===== config.mk =====
export PLATFORM = sky130hd
export DESIGN_NAME = etc_top
export DESIGN_NICKNAME = d
export VERILOG_FILES = /design/src/etc_pkg.sv /design/src/etc_edge_detect.sv /design/src/etc_top.sv
export SDC_FILE = /design/constraint.sdc
export NUM_CORES = 1
export LEC_CHECK = 0
export ABC_AREA = 0
export BUFFER_PORTS_ARGS = -buffer_cell sky130_fd_sc_hd__buf_2
export CORE_MARGIN = 2
export CORE_UTILIZATION = 35
export DETAILED_ROUTE_END_ITERATION = 12
export PLACE_DENSITY = 0.75
export SKIP_LAST_GASP = 1
export SYNTH_ARGS = -nofsm -noshare
export SYNTH_HDL_FRONTEND = slang
export SYNTH_SLANG_ARGS = --single-unit

===== constraint.sdc =====
create_clock -name core_clk -period 2.45 [get_ports core_clk]
set_input_delay 0.49 -clock core_clk [delete_from_list [all_inputs] [get_ports core_clk]]
set_output_delay 0.49 -clock core_clk [all_outputs]
set_load 0.1 [all_outputs]

===== src/etc_pkg.sv =====
// Purpose: Constants for the edge timing control block
// Assumes: 32-bit register port, one clock core_clk at 20 MHz
// Notes:   Offsets are word indices times four
package etc_pkg;
  // ***************************************************
  // Register map
  // ***************************************************
  localparam logic [7:0]  ADDR_CMP_STATUS = 8'h00;
  localparam logic [7:0]  ADDR_MEAS_CTRL  = 8'h04;
  localparam logic [7:0]  ADDR_IRQ_STATUS = 8'h08;
  localparam logic [7:0]  ADDR_IRQ_MASK   = 8'h0C;
  // ***************************************************
  // Field positions
  // ***************************************************
  localparam int CMP_IDLE_STOP_BIT    = 13;
  localparam int EDGE1_SEEN_BIT       = 24;
  localparam int EDGE2_MODE_BIT       = 23;
  localparam int EDGE2_POL_BIT        = 22;
  localparam int EDGE2_SEL_LSB        = 18;
  localparam int MEAS_ENABLE_BIT      = 15;
  localparam int MEAS_IDLE_STOP_BIT   = 13;
  localparam int DELAY_GEN_BIT        = 12;
  localparam int EDGE_PASS_BIT        = 11;
  // Writable bits of the control register
  localparam logic [31:0] MEAS_CTRL_WMASK = 32'h01FCB800;
  localparam logic [31:0] MEAS_CTRL_RESET = 32'h00000000;
  localparam logic [31:0] CMP_STATUS_RESET = 32'h00000000;
  // Interrupt status bits
  localparam int IRQ_EDGE2_BIT = 0;
  localparam int IRQ_EDGE1_BIT = 1;
  localparam int IRQ_WIDTH     = 2;
  // ***************************************************
  // Edge 2 source codes
  // ***************************************************
  localparam logic [3:0] SEL_CMP3     = 4'hF;
  localparam logic [3:0] SEL_CMP2     = 4'hE;
  localparam logic [3:0] SEL_CMP1     = 4'hD;
  localparam logic [3:0] SEL_BUS_CLK  = 4'hC;
  localparam logic [3:0] SEL_CAP3     = 4'hB;
  localparam logic [3:0] SEL_CAP2     = 4'hA;
  localparam logic [3:0] SEL_CAP1     = 4'h9;
  localparam logic [3:0] SEL_PIN13    = 4'h8;
  localparam logic [3:0] SEL_PIN12    = 4'h7;
  localparam logic [3:0] SEL_PIN11    = 4'h6;
  localparam logic [3:0] SEL_PIN10    = 4'h5;
  localparam logic [3:0] SEL_PIN9     = 4'h4;
  localparam logic [3:0] SEL_PIN1     = 4'h3;
  localparam logic [3:0] SEL_PIN2     = 4'h2;
  localparam logic [3:0] SEL_CMP_UNIT = 4'h1;
  localparam logic [3:0] SEL_TMR_UNIT = 4'h0;
  // Delay generation length in cycles
  localparam logic [7:0] DELAY_CYCLES = 8'h10;
endpackage


===== src/etc_edge_detect.sv =====
// Purpose: Edge or level detection of the selected edge 2 source
// Assumes: Source is synchronous to core_clk
// Notes:   Pulse output in edge mode, level output in level mode
`timescale 1ns/1ps
module etc_edge_detect
  import etc_pkg::*;
(
  // Clock and reset
  input  wire logic core_clk,
  input  wire logic resetn,
  // Control
  input  wire logic edge_mode,
  input  wire logic polarity,
  // Source and result
  input  wire logic src,
  output logic      hit
);
  logic src_reg;

  always_ff @(posedge core_clk) begin
    if (!resetn) begin
      src_reg <= 1'b0;
    end else begin
      src_reg <= src;
    end
  end

  // Edge or level, then polarity
  always_comb begin
    if (edge_mode) begin
      hit = polarity ? (src & ~src_reg) : (~src & src_reg);
    end else begin
      hit = polarity ? src : ~src;
    end
  end
endmodule


===== src/etc_top.sv =====
// Purpose: Edge timing control and comparator status registers
// Assumes: Register port with read data one cycle after read strobe
// Notes:   Functional notes
// Functional notes
// - Comparator idle stop bit 13 disables all comparators in idle mode
// - Status bits 2..0 read comparator 3..1 levels, read only, zero at reset
// - Unused comparator status bits read zero and ignore writes
// - Edge1 seen bit 24 reads one after edge 1, software writable
// - Bit 23 selects edge sensitive (1) or level sensitive (0) edge 2
// - Bit 22 selects positive (1) or negative (0) edge 2 response
// - Source codes F..9: comparators, bus clock, capture events
// - Source codes 8..0: external pins, compare event, timer event
// - Bit 15 enables the measurement unit
// - Bit 13 halts the measurement unit during idle mode
// - Bit 12 enables edge delay generation
// - Bit 11 passes edges when one, blocks all edges when zero
// - Control bits 17..16 and 14 read zero
`timescale 1ns/1ps
module etc_top
  import etc_pkg::*;
(
  // Clock and reset
  input  wire logic        core_clk,
  input  wire logic        resetn,
  // Register port
  input  wire logic [7:0]  reg_addr,
  input  wire logic [31:0] reg_wdata,
  input  wire logic        reg_wr,
  input  wire logic        reg_rd,
  output logic [31:0]      reg_rdata,
  // Device state
  input  wire logic        idle_mode,
  // Edge sources
  input  wire logic [2:0]  comparator_result,
  input  wire logic        periph_bus_clock,
  input  wire logic [2:0]  capture_event,
  input  wire logic        compare_unit_1_event,
  input  wire logic        timer_unit_1_event,
  input  wire logic        edge1_source,
  input  wire logic [4:0]  ext_edge_pin_hi,
  input  wire logic        ext_edge_pin_1,
  input  wire logic        ext_edge_pin_2,
  // Outputs
  output logic             comparator_enable,
  output logic             meas_active,
  output logic             edge2_event,
  output logic             delay_pulse,
  output logic             irq
);
  // ***************************************************
  // Registers
  // ***************************************************
  logic        cmp_idle_stop_reg;
  logic [2:0]  cmp_result_reg;
  logic [31:0] ctrl_reg;
  logic [IRQ_WIDTH-1:0] irq_status_reg;
  logic [IRQ_WIDTH-1:0] irq_mask_reg;
  logic [7:0]  delay_cnt_reg;
  logic        edge1_prev_reg;
  logic [31:0] rdata_next;
  logic        edge2_src;
  logic        edge2_hit;
  logic        edges_ok;
  logic        edge1_rise;
  logic [IRQ_WIDTH-1:0] irq_set;

  // Strobe qualified by one register address
  function automatic logic addr_hit(input logic       strobe,
                                    input logic [7:0] addr,
                                    input logic [7:0] target);
    return strobe && (addr == target);
  endfunction

  wire wr_cmp  = addr_hit(reg_wr, reg_addr, ADDR_CMP_STATUS);
  wire wr_ctrl = addr_hit(reg_wr, reg_addr, ADDR_MEAS_CTRL);
  wire wr_mask = addr_hit(reg_wr, reg_addr, ADDR_IRQ_MASK);
  wire rd_irq  = addr_hit(reg_rd, reg_addr, ADDR_IRQ_STATUS);

  // ***************************************************
  // Comparator status
  // ***************************************************
  always_ff @(posedge core_clk) begin
    if (!resetn) begin
      cmp_idle_stop_reg <= 1'b0;
    end else if (wr_cmp) begin
      cmp_idle_stop_reg <= reg_wdata[CMP_IDLE_STOP_BIT];
    end
  end

  always_ff @(posedge core_clk) begin
    if (!resetn) begin
      cmp_result_reg <= 3'h0;
    end else begin
      cmp_result_reg <= comparator_result;
    end
  end

  assign comparator_enable = !(cmp_idle_stop_reg && idle_mode);

  // ***************************************************
  // Measurement control
  // ***************************************************
  assign meas_active = ctrl_reg[MEAS_ENABLE_BIT]
                       && !(ctrl_reg[MEAS_IDLE_STOP_BIT] && idle_mode);
  assign edges_ok = meas_active && ctrl_reg[EDGE_PASS_BIT];
  assign edge1_rise = edge1_source && !edge1_prev_reg;

  always_ff @(posedge core_clk) begin
    if (!resetn) begin
      edge1_prev_reg <= 1'b0;
    end else begin
      edge1_prev_reg <= edge1_source;
    end
  end

  always_ff @(posedge core_clk) begin
    if (!resetn) begin
      ctrl_reg <= MEAS_CTRL_RESET;
    end else begin
      if (wr_ctrl) begin
        ctrl_reg <= reg_wdata & MEAS_CTRL_WMASK;
      end
      if (edges_ok && edge1_rise) begin
        ctrl_reg[EDGE1_SEEN_BIT] <= 1'b1;
      end
    end
  end

  // ***************************************************
  // Edge 2 source select
  // ***************************************************
  always_comb begin
    unique case (ctrl_reg[EDGE2_SEL_LSB +: 4])
      SEL_CMP3:     edge2_src = cmp_result_reg[2];
      SEL_CMP2:     edge2_src = cmp_result_reg[1];
      SEL_CMP1:     edge2_src = cmp_result_reg[0];
      SEL_BUS_CLK:  edge2_src = periph_bus_clock;
      SEL_CAP3:     edge2_src = capture_event[2];
      SEL_CAP2:     edge2_src = capture_event[1];
      SEL_CAP1:     edge2_src = capture_event[0];
      SEL_PIN13:    edge2_src = ext_edge_pin_hi[4];
      SEL_PIN12:    edge2_src = ext_edge_pin_hi[3];
      SEL_PIN11:    edge2_src = ext_edge_pin_hi[2];
      SEL_PIN10:    edge2_src = ext_edge_pin_hi[1];
      SEL_PIN9:     edge2_src = ext_edge_pin_hi[0];
      SEL_PIN1:     edge2_src = ext_edge_pin_1;
      SEL_PIN2:     edge2_src = ext_edge_pin_2;
      SEL_CMP_UNIT: edge2_src = compare_unit_1_event;
      SEL_TMR_UNIT: edge2_src = timer_unit_1_event;
    endcase
  end

  etc_edge_detect u_edge2 (
    .core_clk  (core_clk),
    .resetn    (resetn),
    .edge_mode (ctrl_reg[EDGE2_MODE_BIT]),
    .polarity  (ctrl_reg[EDGE2_POL_BIT]),
    .src       (edge2_src),
    .hit       (edge2_hit)
  );

  assign edge2_event = edge2_hit && edges_ok;

  // ***************************************************
  // Delay generation
  // ***************************************************
  // Starts on edge 1; a new edge 1 restarts the count
  always_ff @(posedge core_clk) begin
    if (!resetn) begin
      delay_cnt_reg <= 8'h00;
    end else if (!ctrl_reg[DELAY_GEN_BIT] || !edges_ok) begin
      delay_cnt_reg <= 8'h00;
    end else if (edge1_rise) begin
      delay_cnt_reg <= DELAY_CYCLES;
    end else if (delay_cnt_reg != 8'h00) begin
      delay_cnt_reg <= delay_cnt_reg - 8'h01;
    end
  end

  assign delay_pulse = (delay_cnt_reg == 8'h01);

  // ***************************************************
  // Interrupts
  // ***************************************************
  assign irq_set = {edges_ok && edge1_rise, edge2_event};

  // Set wins over the clear by read
  always_ff @(posedge core_clk) begin
    if (!resetn) begin
      irq_status_reg <= '0;
    end else if (rd_irq) begin
      irq_status_reg <= irq_set;
    end else begin
      irq_status_reg <= irq_status_reg | irq_set;
    end
  end

  always_ff @(posedge core_clk) begin
    if (!resetn) begin
      irq_mask_reg <= '0;
    end else if (wr_mask) begin
      irq_mask_reg <= reg_wdata[IRQ_WIDTH-1:0];
    end
  end

  assign irq = |(irq_status_reg & irq_mask_reg);

  // ***************************************************
  // Read port
  // ***************************************************
  always_comb begin
    rdata_next = 32'h00000000;
    unique case (reg_addr)
      ADDR_CMP_STATUS: begin
        rdata_next[CMP_IDLE_STOP_BIT] = cmp_idle_stop_reg;
        rdata_next[2:0] = cmp_result_reg;
      end
      ADDR_MEAS_CTRL:  rdata_next = ctrl_reg & MEAS_CTRL_WMASK;
      ADDR_IRQ_STATUS: rdata_next[IRQ_WIDTH-1:0] = irq_status_reg;
      ADDR_IRQ_MASK:   rdata_next[IRQ_WIDTH-1:0] = irq_mask_reg;
      default:         rdata_next = 32'h00000000;
    endcase
  end

  always_ff @(posedge core_clk) begin
    if (!resetn) begin
      reg_rdata <= 32'h00000000;
    end else if (reg_rd) begin
      reg_rdata <= rdata_next;
    end else begin
      reg_rdata <= 32'h00000000;
    end
  end

  // ***************************************************
  // Checks: comparator status
  // ***************************************************
  cmp_idle_off_a: assert property (
    @(posedge core_clk) disable iff (!resetn)
    (cmp_idle_stop_reg && idle_mode) |-> !comparator_enable)
    else $error("comparator runs in idle with stop set");
  cmp_idle_run_a: assert property (
    @(posedge core_clk) disable iff (!resetn)
    !cmp_idle_stop_reg |-> comparator_enable)
    else $error("comparator stopped without idle stop");
  cmp_result_a: assert property (
    @(posedge core_clk) disable iff (!resetn)
    reg_rd && reg_addr == ADDR_CMP_STATUS
    |=> reg_rdata[2:0] == $past(cmp_result_reg))
    else $error("comparator level read wrong");
  cmp_unused_a: assert property (
    @(posedge core_clk) disable iff (!resetn)
    reg_rd && reg_addr == ADDR_CMP_STATUS
    |=> reg_rdata[31:14] == 18'h0 && reg_rdata[12:3] == 10'h0)
    else $error("unused comparator bits nonzero");
  cmp_stop_wr_a: assert property (
    @(posedge core_clk) disable iff (!resetn)
    wr_cmp |=> cmp_idle_stop_reg == $past(reg_wdata[CMP_IDLE_STOP_BIT]))
    else $error("comparator idle stop not written");

  // ***************************************************
  // Checks: register port
  // ***************************************************
  rdata_idle_a: assert property (
    @(posedge core_clk) disable iff (!resetn)
    !reg_rd |=> reg_rdata == 32'h00000000)
    else $error("read data stands past its cycle");
  ctrl_zero_a: assert property (
    @(posedge core_clk) disable iff (!resetn)
    ctrl_reg[17:16] == 2'h0 && !ctrl_reg[14])
    else $error("unused control bits set");
  ctrl_read_a: assert property (
    @(posedge core_clk) disable iff (!resetn)
    reg_rd && reg_addr == ADDR_MEAS_CTRL
    |=> reg_rdata[17:16] == 2'h0 && !reg_rdata[14])
    else $error("unused control bits read nonzero");

  // ***************************************************
  // Checks: measurement control and edges
  // ***************************************************
  meas_on_a: assert property (
    @(posedge core_clk) disable iff (!resetn)
    !ctrl_reg[MEAS_ENABLE_BIT] || (ctrl_reg[MEAS_IDLE_STOP_BIT] && idle_mode)
    |-> !meas_active)
    else $error("unit active while off or idle");
  meas_run_a: assert property (
    @(posedge core_clk) disable iff (!resetn)
    ctrl_reg[MEAS_ENABLE_BIT] && !ctrl_reg[MEAS_IDLE_STOP_BIT]
    |-> meas_active)
    else $error("unit inactive while enabled");
  edge1_set_a: assert property (
    @(posedge core_clk) disable iff (!resetn)
    edges_ok && edge1_rise |=> ctrl_reg[EDGE1_SEEN_BIT])
    else $error("edge 1 flag not set");
  edge1_wr_a: assert property (
    @(posedge core_clk) disable iff (!resetn)
    wr_ctrl && !(edges_ok && edge1_rise)
    |=> ctrl_reg[EDGE1_SEEN_BIT] == $past(reg_wdata[EDGE1_SEEN_BIT]))
    else $error("edge 1 flag write lost");
  edge1_block_a: assert property (
    @(posedge core_clk) disable iff (!resetn)
    !edges_ok && !wr_ctrl |=> $stable(ctrl_reg[EDGE1_SEEN_BIT]))
    else $error("edge 1 flag changed while blocked");
  edge2_block_a: assert property (
    @(posedge core_clk) disable iff (!resetn)
    !ctrl_reg[EDGE_PASS_BIT] |-> !edge2_event)
    else $error("edge 2 passed while blocked");
  edge2_off_a: assert property (
    @(posedge core_clk) disable iff (!resetn)
    !meas_active |-> !edge2_event)
    else $error("edge 2 passed while unit off");
  edge2_pos_a: assert property (
    @(posedge core_clk) disable iff (!resetn)
    edge2_event && ctrl_reg[EDGE2_MODE_BIT] && ctrl_reg[EDGE2_POL_BIT]
    |-> edge2_src && !$past(edge2_src))
    else $error("edge 2 fired without rising edge");
  edge2_neg_a: assert property (
    @(posedge core_clk) disable iff (!resetn)
    edge2_event && ctrl_reg[EDGE2_MODE_BIT] && !ctrl_reg[EDGE2_POL_BIT]
    |-> !edge2_src && $past(edge2_src))
    else $error("edge 2 fired without falling edge");
  edge2_level_a: assert property (
    @(posedge core_clk) disable iff (!resetn)
    edges_ok && !ctrl_reg[EDGE2_MODE_BIT]
    |-> edge2_event == (edge2_src == ctrl_reg[EDGE2_POL_BIT]))
    else $error("edge 2 level response wrong");

  // ***************************************************
  // Checks: delay generation and interrupts
  // ***************************************************
  delay_off_a: assert property (
    @(posedge core_clk) disable iff (!resetn)
    !ctrl_reg[DELAY_GEN_BIT] |=> delay_cnt_reg == 8'h00)
    else $error("delay runs while disabled");
  delay_load_a: assert property (
    @(posedge core_clk) disable iff (!resetn)
    ctrl_reg[DELAY_GEN_BIT] && edges_ok && edge1_rise
    |=> delay_cnt_reg == DELAY_CYCLES)
    else $error("delay count not loaded on edge 1");
  delay_once_a: assert property (
    @(posedge core_clk) disable iff (!resetn)
    delay_pulse |=> !delay_pulse)
    else $error("delay pulse longer than a cycle");
  irq_keep_a: assert property (
    @(posedge core_clk) disable iff (!resetn)
    !rd_irq && irq_status_reg[IRQ_EDGE1_BIT]
    |=> irq_status_reg[IRQ_EDGE1_BIT])
    else $error("edge 1 interrupt lost");
  irq_clear_a: assert property (
    @(posedge core_clk) disable iff (!resetn)
    rd_irq && irq_set == '0 |=> irq_status_reg == '0)
    else $error("interrupt status not cleared by read");

  edge2_seen_c: cover property (@(posedge core_clk) edge2_event);
  edge1_seen_c: cover property (@(posedge core_clk)
    edges_ok && edge1_rise);
  delay_done_c: cover property (@(posedge core_clk) delay_pulse);
  irq_raise_c:  cover property (@(posedge core_clk) irq);
  irq_clear_c:  cover property (@(posedge core_clk) rd_irq && irq);
endmodule


==> run metrics <==
Antenna diodes=0; met3 wire len=248 µm; failing checks=negative setup slack; Crit Path Class=flip-flop to output pin; layout cells sized above 1=33.5%; first-pass GRT wire length=5.99 mm; Clock Power Share=32.0%; Die W=78.6 µm; core area=0.00544 mm²; Logic pwr share=14.6%; final worst path period share=110%; RSZ-0062 raised after global routing=yes; status=finished with violations; gpl congestion=0.733; CTS hold repair buffers=0; Routed Antenna Nets=0; FF-to-FF End=irq_status_reg[0]$_SDFF_PN0_; crit-path max cell delay=0.51 ns; fin. max-slew vios=0; R2R depth=5; f_max=0.370 GHz; sequential element share of the synthesized area=44.2%; Post-Syn Area=0.00195 mm²; placed cell area=0.00230 mm²; final net count=317; number of global-route vias before repair=1315; wl on met1=1.64 mm; WL/cell=11.2 µm; Filler Cells Inserted=542; clk sinks=43; ys async rst share=0%; Post-Layout Cell Count=326; # IOs=99; Tot GR Track Use=12.4%; Max H-tree Level=2; final WL=3.66 mm; VDD IR max=277 µV; Max Clock Skew=0.00520 ns; Row Count=27; Flop pwr share=53.4%; Post-Synthesis Cells=188; Max Buffers Root-to-Sink=2; max reg flops=14; IO buf count=61; Worst Setup SP=ctrl_reg[20]$_SDFFE_PN0P_; Starting Density=35.8%; drt pass-1 iters=4; Leak=0.00112 µW; die area=0.00617 mm²; critical-path cell list=mux4_2, mux4_2, xnor2_2, and2_4, buf_12; critical path endpoint category=output pin; fin worst setup slack=-0.251 ns; DP HPWL=2.83 mm; cell mode on critical path=mux4_2; Syn-to-layout area delta=21.7%; slowest CP cell=mux4_2; r2r setup slk=0.45 ns; MaxCap Viol Count=0; CTS root buf=clkbuf_8; sw power=374 µW; launch point of the worst reg-to-reg path=ctrl_reg[20]$_SDFFE_PN0P_; total CTS buffers=5; largest net degree at the start of global routing=25; Int Pwr=945 µW; Post-synth EDFFs=0; Via density=4.39; total number of vias=1432; grt total ovfl=0; WP data arrival=2.21 ns; crit path launch type=flip-flop; metal2 WL=1.74 mm; First DRT Iteration DRCs=42; Ys Warns=0; post-synthesis average cell area=10.4 µm²; Hold Fails Final Rpt=0; drt drc=0; worst min path class=input port to flip-flop; worst-path fanout max=6; Die Y=78.6 µm; PwrDens=557 mW/mm²; final instance area=0.00237 mm²; DR top layer=met4; placed cells=318; Synth cell types=35; CTS tree=built; worst path required time=1.96 ns; flops & latches, synth=43; Worst setup endpoint=edge2_event; sw frac=28.4%; Tmin final=2.70 ns; count of final setup violators=1; clock slew at reported path FFs=0.08 ns; Synth Flop Type=dfxtp_1; Clk Latency, worst-skew pair=0.29 ns; initial antenna violation count=0
[metrics by stage]
stage / setup TNS [ns] / power, µW / util (%) / setup slack (ns) / hold WS [ns]
3_3_place_gp: -0.153 / 912 / 42.3 / -0.153 / 0.437
4_1_cts: -0.309 / 1340 / 43.5 / -0.309 / 0.393
2_1_floorplan: 0 / 894 / - / 0.00301 / 0.405
3_5_place_dp: -0.151 / 913 / 42.3 / -0.151 / 0.442
5_1_grt: -0.332 / 1390 / 43.5 / -0.332 / 0.393
6_report: -0.251 / 1320 / 43.5 / -0.251 / 0.406
[synthesized netlist by cell type, types with 3 or more instances]
master | count | area, µm²
and2_1 | 16 | 100
nor3_1 | 3 | 15.0
nand4_1 | 6 | 37.5
a21oi_1 | 6 | 30.0
a21boi_0 | 3 | 22.5
mux4_1 | 4 | 105
clkbuf_1 | 4 | 15.0
nor2b_1 | 15 | 93.8
dfxtp_1 | 43 | 861
mux2i_1 | 17 | 170
buf_4 | 18 | 135
xnor2_1 | 6 | 52.6
nand2_1 | 4 | 15.0
nor2_1 | 15 | 56.3
[routing by layer]
metal	vias to the layer above	track usage, %
met5	-	0
met4	0	4.21
met3	2	3.45
met2	61	21.0
met1	636	15.0
li1	733	-
[power by group through the flow]
stage          Clock (µW)  Sequential [µW]  Combinational [µW]
4_1_cts               444              704                 193
3_5_place_dp            0              722                 191
5_1_grt               483              705                 201
6_report              422              704                 192
3_3_place_gp            0              722                 191
2_1_floorplan           0              721                 173
[cell usage in the layout, fill, tap and decap left out, drive strengths merged, types with 2 or more instances in the layout]
cell type / count
mux2i: 17
nand2: 4
clkbuf: 7
conb: 18
dfxtp: 43
nand2b: 2
a21oi: 6
xnor2: 7
nor3: 3
nand3: 2
and2: 18
ha: 2
nor4: 3
inv: 2
nand4: 6
and3: 2
nor2: 15
buf: 65
a21boi: 3
mux4: 5
nor2b: 15
[layout make-up]
class | instances | area [µm²] | share of cell area [%]
repair buffers | 65 | 350 | 14.8
flip-flops and latches | 43 | 865 | 36.5
multi-input cells | 136 | 975 | 41.2
clock buffers | 7 | 76.3 | 3.22
well taps | 72 | 90.1 | 3.80
inverters | 2 | 7.51 | 0.317
clock inverters | 1 | 5.00 | 0.211
[critical path, delay by kind of cell, from the launching register on]
family | cells | cell delay (ns)
xor gates and xnor gates | 1 | 0.16
DFF | 1 | 0.40
buffers and inverters | 1 | 0.17
muxes | 2 | 1.02
and+or+nand+nor | 1 | 0.18
[timing repair]
item,CTS,global route
pin swaps,1,1
setup endpoints to repair,1,1
gates resized for setup,6,0
hold endpoints to repair,0,0
setup buffers,0,0
[worst min path at each step]
stage	endpoint	slack, ns	cells past startpoint	start
6_report	cmp_result_reg[1]$_SDFF_PN0_	0.41	2	comparator_result[1]
5_1_grt	cmp_result_reg[1]$_SDFF_PN0_	0.39	2	comparator_result[1]
4_1_cts	cmp_result_reg[1]$_SDFF_PN0_	0.39	2	comparator_result[1]
3_5_place_dp	reg_rdata[2]$_SDFF_PN0_	0.44	2	cmp_result_reg[2]$_SDFF_PN0_
3_3_place_gp	reg_rdata[24]$_SDFF_PN0_	0.44	1	ctrl_reg[24]$_SDFFE_PN0P_
2_1_floorplan	reg_rdata[2]$_SDFF_PN0_	0.41	2	cmp_result_reg[2]$_SDFF_PN0_
[kinds of logic after synthesis]
group | Yosys count | synth area share [%]
AO/OA/AOI/OAI | 13 | 4.37
XOR/XNOR | 7 | 3.53
adder cells (fa/ha/maj) | 2 | 1.29
buffers and inverters | 26 | 8.93
flip-flops | 43 | 44.2
multiplexers | 22 | 15.3
other | 1 | 0.193
AND/OR/NAND/NOR | 74 | 22.2
(Power assumes the default switching activity.)
